===== config.mk =====
export PLATFORM = sky130hd
export DESIGN_NAME = dac_word_align_update_select
export DESIGN_NICKNAME = d
export VERILOG_FILES = /design/src/design/dac_align_pkg.sv /design/src/design/dac_word_align_update_select.sv
export SDC_FILE = /design/constraint.sdc
export NUM_CORES = 1
export LEC_CHECK = 0
export BUFFER_PORTS_ARGS = -buffer_cell sky130_fd_sc_hd__buf_2
export CAP_MARGIN = 40
export CORE_ASPECT_RATIO = 1.2
export CORE_MARGIN = 4
export CORE_UTILIZATION = 50
export DETAILED_ROUTE_END_ITERATION = 8
export PLACE_DENSITY_LB_ADDON = 0.3
export SLEW_MARGIN = 10
export SYNTH_ARGS = -nofsm -noshare
export SYNTH_HDL_FRONTEND = slang
export SYNTH_SLANG_ARGS = --single-unit

===== constraint.sdc =====
create_clock -name MCLK -period 1.6 [get_ports MCLK]
set_clock_uncertainty 0.1 [all_clocks]
set_input_delay 0.4 -clock MCLK [delete_from_list [all_inputs] [get_ports MCLK]]
set_output_delay 0.4 -clock MCLK [all_outputs]
set_load 0.05 [all_outputs]

===== src/design/dac_align_pkg.sv =====
// Purpose: Shared constants and types for the converter word align and update block
// Assumes: 200 MHz MCLK, Avalon-MM register slave with 32-bit data
// Notes:   Offsets are byte addresses of aligned words
package dac_align_pkg;
  localparam int unsigned ADDR_W       = 4;
  localparam int unsigned WORD_W       = 12;
  // Register byte offsets
  localparam logic [ADDR_W-1:0] OFS_LOW  = 4'h0;
  localparam logic [ADDR_W-1:0] OFS_HIGH = 4'h4;
  localparam logic [ADDR_W-1:0] OFS_CTRL = 4'h8;
  localparam logic [ADDR_W-1:0] OFS_OUT  = 4'hc;
  // Control field positions
  localparam int unsigned FMT_LSB      = 0;
  localparam int unsigned SRC_LSB      = 3;
  // Reset values
  localparam logic [7:0]        RST_BYTE = 8'h00;
  localparam logic [2:0]        RST_FMT  = 3'h0;
  localparam logic [WORD_W-1:0] RST_WORD = 12'h000;
  // Update source encodings
  typedef enum logic [1:0] {
    SRC_NONE = 2'b00,
    SRC_T3   = 2'b01,
    SRC_T4   = 2'b10,
    SRC_T2   = 2'b11
  } update_src_e;
  // Control register contents
  typedef struct packed {
    update_src_e src;
    logic [2:0]  word_justify_select;
  } ctrl_s;
  localparam ctrl_s RST_CTRL = '{src: SRC_NONE, word_justify_select: RST_FMT};
  // Timer overflow strobes
  typedef struct packed {
    logic t2;
    logic t3;
    logic t4;
  } tmr_ovf_s;
endpackage : dac_align_pkg


===== src/design/dac_word_align_update_select.sv =====
// Purpose: Assemble the 12-bit converter word from two bytes and load it on a timer overflow
// Assumes: Timer strobes are one-cycle pulses synchronous to MCLK
// Notes:   Code 00 of the source field performs no update in this block
// Notes on behaviour
// RULE_01: Source code 10 loads the output only on a Timer 4 overflow.
// RULE_02: Source code 11 loads the output only on a Timer 2 overflow.
// RULE_03: Format 000 takes high byte bits 3:0 over the whole low byte.
// RULE_04: Format 001 takes high byte bits 4:0 over low byte bits 7:1.
// RULE_05: Format 010 takes high byte bits 5:0 over low byte bits 7:2.
// RULE_06: Format 011 takes high byte bits 6:0 over low byte bits 7:3.
// RULE_07: Formats 1xx take the whole high byte over low byte bits 7:4.
// RULE_08: Source code 01 loads the output only on a Timer 3 overflow.
// RULE_09: All twelve output bits load together in one cycle.
`timescale 1ns/10ps
module dac_word_align_update_select
  import dac_align_pkg::*;
(
  // Clock and reset
  input  wire logic                       MCLK,
  input  wire logic                       RST_B,
  // Avalon-MM slave
  input  wire logic [dac_align_pkg::ADDR_W-1:0] AVS_ADDRESS,
  input  wire logic                       AVS_READ,
  input  wire logic                       AVS_WRITE,
  input  wire logic [31:0]                AVS_WRITEDATA,
  input  wire logic [3:0]                 AVS_BYTEENABLE,
  output logic [31:0]                     AVS_READDATA,
  output logic                            AVS_WAITREQUEST,
  // Timer overflow strobes
  input  dac_align_pkg::tmr_ovf_s         TMR_OVF,
  // Converter core
  output logic [dac_align_pkg::WORD_W-1:0] CONV_WORD,
  output logic                            CONV_LOAD
);
  import dac_align_pkg::*;

  // Register selected by the bus address; SEL_NONE covers every unmapped offset
  typedef enum logic [2:0] {
    SEL_LOW  = 3'b000,
    SEL_HIGH = 3'b001,
    SEL_CTRL = 3'b010,
    SEL_OUT  = 3'b011,
    SEL_NONE = 3'b100
  } reg_sel_e;

  // Data bytes and control fields written by software
  logic [7:0]        conv_word_low_byte_q, conv_word_low_byte_d;
  logic [7:0]        conv_word_high_byte_q, conv_word_high_byte_d;
  ctrl_s             ctrl_q, ctrl_d;
  // Bus handshake and read-back
  logic              ack_q, ack_d;
  logic [31:0]       rdata_q, rdata_d;
  reg_sel_e          sel;
  logic              access;
  logic              rd_take;
  logic              wr_done;
  // Converter output word and its load strobe
  logic [WORD_W-1:0] out_q, out_d;
  logic              load_q, load_d;
  logic [WORD_W-1:0] assembled;
  logic              trig;

  // Address decode, shared by the write path and the read-back path so that
  // both always agree on which offsets are mapped
  function automatic reg_sel_e decode_addr(input logic [ADDR_W-1:0] addr);
    reg_sel_e s;
    s = SEL_NONE;
    unique case (addr)
      OFS_LOW:  s = SEL_LOW;
      OFS_HIGH: s = SEL_HIGH;
      OFS_CTRL: s = SEL_CTRL;
      OFS_OUT:  s = SEL_OUT;
      default:  s = SEL_NONE;
    endcase
    return s;
  endfunction : decode_addr

  // Justify the two bytes into one word per the format field
  function automatic logic [WORD_W-1:0] justify(input logic [2:0] fmt,
                                                input logic [7:0] hi,
                                                input logic [7:0] lo);
    logic [WORD_W-1:0] w;
    w = RST_WORD;
    if (fmt[2]) begin
      // RULE_07 full high byte
      w = {hi, lo[7:4]};
    end else begin
      unique case (fmt[1:0])
        // RULE_03 nibble over byte
        2'b00: w = {hi[3:0], lo};
        // RULE_04 five over seven
        2'b01: w = {hi[4:0], lo[7:1]};
        // RULE_05 six over six
        2'b10: w = {hi[5:0], lo[7:2]};
        // RULE_06 seven over five
        2'b11: w = {hi[6:0], lo[7:3]};
      endcase
    end
    return w;
  endfunction : justify

  assign assembled = justify(ctrl_q.word_justify_select,
                             conv_word_high_byte_q, conv_word_low_byte_q);

  // Trigger select; only the chosen timer can update the output
  always_comb begin
    unique case (ctrl_q.src)
      // RULE_08 Timer 3 source
      SRC_T3:   trig = TMR_OVF.t3;
      // RULE_01 Timer 4 source
      SRC_T4:   trig = TMR_OVF.t4;
      // RULE_02 Timer 2 source
      SRC_T2:   trig = TMR_OVF.t2;
      SRC_NONE: trig = 1'b0;
    endcase
  end

  // Address decode for the access in flight
  assign sel = decode_addr(AVS_ADDRESS);

  // An access spends its first cycle with waitrequest high and completes in
  // its second; read data is captured in the first so it stands at the edge
  // where the master samples the wait dropped
  assign access  = AVS_READ || AVS_WRITE;
  assign rd_take = AVS_READ && !ack_q;
  // A write lands at that same completing edge, never while the wait is high
  assign wr_done = AVS_WRITE && ack_q;

  // Handshake next values; the acknowledge drops for a cycle after each
  // access, so a request still held at its completing edge is not taken twice
  always_comb begin
    ack_d   = 1'b0;
    rdata_d = rdata_q;
    if (access && !ack_q) begin
      ack_d = 1'b1;
    end
    // Read-back holds until the next read, so late sampling still sees it
    if (rd_take) begin
      unique case (sel)
        SEL_LOW:  rdata_d = {24'h000000, conv_word_low_byte_q};
        SEL_HIGH: rdata_d = {24'h000000, conv_word_high_byte_q};
        SEL_CTRL: rdata_d = {27'h0, ctrl_q};
        SEL_OUT:  rdata_d = {20'h00000, out_q};
        SEL_NONE: rdata_d = 32'h00000000; // Unmapped reads zero
      endcase
    end
  end

  // Register file next values; only byte lane 0 carries data, so a write
  // without it is acknowledged and dropped
  always_comb begin
    conv_word_low_byte_d  = conv_word_low_byte_q;
    conv_word_high_byte_d = conv_word_high_byte_q;
    ctrl_d                = ctrl_q;
    if (wr_done && AVS_BYTEENABLE[0]) begin
      unique case (sel)
        SEL_LOW:  conv_word_low_byte_d  = AVS_WRITEDATA[7:0];
        SEL_HIGH: conv_word_high_byte_d = AVS_WRITEDATA[7:0];
        SEL_CTRL: begin
          ctrl_d.word_justify_select = AVS_WRITEDATA[FMT_LSB +: 3];
          ctrl_d.src                 = update_src_e'(AVS_WRITEDATA[SRC_LSB +: 2]);
        end
        default:  ; // Output word is read-only; unmapped offsets ignored
      endcase
    end
  end

  // Output next values; all twelve bits move in one cycle so the converter
  // never sees old and new bits mixed. Limitation: bytes written between two
  // strobes are taken as they stand at the next strobe, so software should
  // finish both bytes before the selected timer overflows
  always_comb begin
    out_d  = out_q;
    load_d = 1'b0;
    // RULE_09 whole-word load
    if (trig) begin
      out_d  = assembled;
      load_d = 1'b1;
    end
  end

  // Register file state
  always_ff @(posedge MCLK or negedge RST_B) begin
    if (!RST_B) begin
      conv_word_low_byte_q  <= RST_BYTE;
      conv_word_high_byte_q <= RST_BYTE;
      ctrl_q                <= RST_CTRL;
    end else begin
      conv_word_low_byte_q  <= conv_word_low_byte_d;
      conv_word_high_byte_q <= conv_word_high_byte_d;
      ctrl_q                <= ctrl_d;
    end
  end

  // Handshake state; read data clears on reset so nothing stale leaks out
  // of a read that was cut short by reset
  always_ff @(posedge MCLK or negedge RST_B) begin
    if (!RST_B) begin
      ack_q   <= 1'b0;
      rdata_q <= 32'h00000000;
    end else begin
      ack_q   <= ack_d;
      rdata_q <= rdata_d;
    end
  end

  // Output state
  always_ff @(posedge MCLK or negedge RST_B) begin
    if (!RST_B) begin
      out_q  <= RST_WORD;
      load_q <= 1'b0;
    end else begin
      out_q  <= out_d;
      load_q <= load_d;
    end
  end

  // Wait is held until the access has been registered once
  assign AVS_WAITREQUEST = access && !ack_q;
  assign AVS_READDATA    = rdata_q;
  // Converter side comes straight from flip-flops
  assign CONV_WORD       = out_q;
  assign CONV_LOAD       = load_q;
endmodule : dac_word_align_update_select


==> impl_metrics.ini <==
[synth]
avgSynthCellArea_um2 = 12.4
mappedNetlistArea_um2 = 2590
postSynthCellCount = 208
yosysTopAreaCellShare = 0.455
yosysWarnings = 0
synth-seq-cells = 47
ys_types = 35
ys_seq_area_frac = 0.455
ys_top_cells_by_area = dfrtp_1, mux2_2, mux2i_1
synth_largest_area_cell = dfrtp_1

[drt]
via_per_inst = 5.51
detail-route-antenna-nets = 0
via_count = 1797
first_pass_iters = 4
post-route-drc-count = 0
wl_per_cell_um = 16.5
wl_um = 5390
drt-initial-drc-count = 58

[sta]
fin_crit_sh = 0.967
setup-tns-final_ps = 0
finalHoldViolCount = 0
max_freq_mhz = 646
setup_viol = 0
setup_ws_ps = 52.4
slew_viol_final = 0
rsz0062_at_grt = false
min_period_ps = 1550

[floorplan]
dieArea_um2 = 6390
die_h_um = 86.8
ios = 93
core-area_um2 = 4970
die_w_um = 73.7
rows = 28
start_util = 0.520

[clock_tree]
clkLatencyLatePin_ps = 300
cts_num_sinks = 47
cts_root_buffer = clkbuf_8
clockBufferDepth = 2
cts_max_level = 2
clk_pin_slew_worst_paths_ps = 90
post_cts_buffers = 0
cts_buffers = 5
cts_tree = yes

[placed_design]
place_area_um2 = 2880
dp.final_hpwl_um = 4180
io_buffer_count = 45
place_congestion = 0.851
pre_cts_ws_ps = -86.2

[worst_setup_path]
worstPathCellList = mux2i_2 > o21a_4 > inv_4 > mux2_2
rr_startpoint = ctrl_q[4]
arrival_ps = 1640
startpoint = ctrl_q[4]
critPathMaxStageDelay_ps = 440
critPathKind = flip-flop to flip-flop
ff2ff_setup_slack_ps = 50
cp_max_fo = 9
endpoint = CONV_WORD[7]
reg2reg_to = CONV_WORD[7]
critPathRequiredTime_ps = 1690
cp-start-kind = flip-flop
rr_worst_depth = 4
cp.depth = 4
crit_family = multiplexers
crit_buf_inv = 1
cp-end-kind = flip-flop
cp_slowest_cell = dfrtp_1

[finish]
nets = 312
layout_common_cells = dfrtp_1, buf_2, mux2_2
design_area_um2 = 3010
syn2layout_area_growth_pct = 16.5
n_antenna_cell = 0
num-fill-cells = 433
final_common_cell = dfrtp_1
postLayoutCoreUtil = 0.606
drive_above_1_share = 0.417

[pwr]
power_density_nw_per_um2 = 1320
leakage_nw = 1.52
power.total_w = 0.00399
vdd_drop_max_mv = 0.620

[grt]
antenna_found_initial = 0
grt_pass1_vias = 1792
grt_usage = 0.178
grt_remaining_overflow = 0
grt_max_degree = 48
grt_pass1_wl_um = 8790

[min_path]
worstHoldPathType = input port to flip-flop

[outcome]
outcome = finished, final reports clean

[job]
maxCapViolations = 0
[synth_stat cells (all sizes together)]
master and count:
nor2b 12, nor2 4, mux2 29, nand3b 1, inv 4, mux2i 20, buf 26, and3 2
nor4 1, conb 1, mux4 3, nor4b 1, and3b 1, o211ai 4, a22o 16, o31ai 4
o221ai 1, nand2 4, o21ai 7, dfrtp 47, clkbuf 3, a221oi 7, nand4b 2, nand2b 3
nand3 3, o21a 1, or2 1
[report_power, final]
part	internal [W]	leakage, nW	switching [W]	total [W]
Combinational	0.000540	0.841	0.00104	0.00158
Sequential	0.00141	0.627	0.000226	0.00164
Clock	0.000393	0.0505	0.000384	0.000777
[stage by stage]
step                hold WS [ps]  instances
floorplan                   4.41        227
global placement             298        317
detailed placement           301        317
CTS                          229        326
global route                 243        326
finish                       239        326
[metal layers]
| layer | up-vias | track usage | share of wire |
|---|---|---|---|
| li1 | 858 | - | - |
| met1 | 880 | 0.237 | 0.43 |
| met2 | 54 | 0.290 | 0.50 |
| met3 | 5 | 0.0441 | 0.057 |
| met4 | 0 | 0.0445 | 0.0089 |
| met5 | - | 0 | 0 |
[state kept, by name, indices dropped and copies added (netlist names)]
signal,cells
conv_word_high_byte_q,8
conv_word_low_byte_q,8
ctrl_q,5
CONV_WORD,12
AVS_READDATA,12
ack_q,1
CONV_LOAD,1
[layout make-up]
cell class	instances	area, µm²	area share
sequential	47	1180	0.391
clock buffer	7	96.3	0.0320
clock inverter	1	7.51	0.00249
inverter	4	17.5	0.00581
multi-input combinational	147	1270	0.421
tap	60	75.1	0.0249
timing repair buffer	60	372	0.123
[cells by family after synthesis]
| logic type | synth area share |
|---|---|
| AO/OA/AOI/OAI | 0.124 |
| other | 0.00145 |
| multiplexers | 0.231 |
| AND/OR/NAND/NOR | 0.101 |
| flip-flops | 0.455 |
| buffers and inverters | 0.0876 |
[what timing repair did]
action / 4_1_cts / 5_1_grt
endpoints found under the setup margin: 1 / 2
hold buffers: 1 / 0
endpoints found under the hold margin: 47 / 0
resized for setup: 2 / 3
pin swaps: 0 / 0
[worst min path at each step]
| stage | start | end | slack [ps] | depth (start not counted) |
|---|---|---|---|---|
| finish | AVS_WRITEDATA[5] | conv_word_high_byte_q[5] | 240 | 2 |
| global route | AVS_WRITEDATA[5] | conv_word_low_byte_q[5] | 240 | 2 |
| CTS | AVS_WRITEDATA[5] | conv_word_high_byte_q[5] | 230 | 2 |
| detailed placement | RST_B | ctrl_q[3] | 300 | 2 |
| global placement | RST_B | ctrl_q[3] | 300 | 2 |
| floorplan | RST_B | AVS_READDATA[0] | 4 | 0 |
Note: power is estimated with default switching activity, not from simulation.
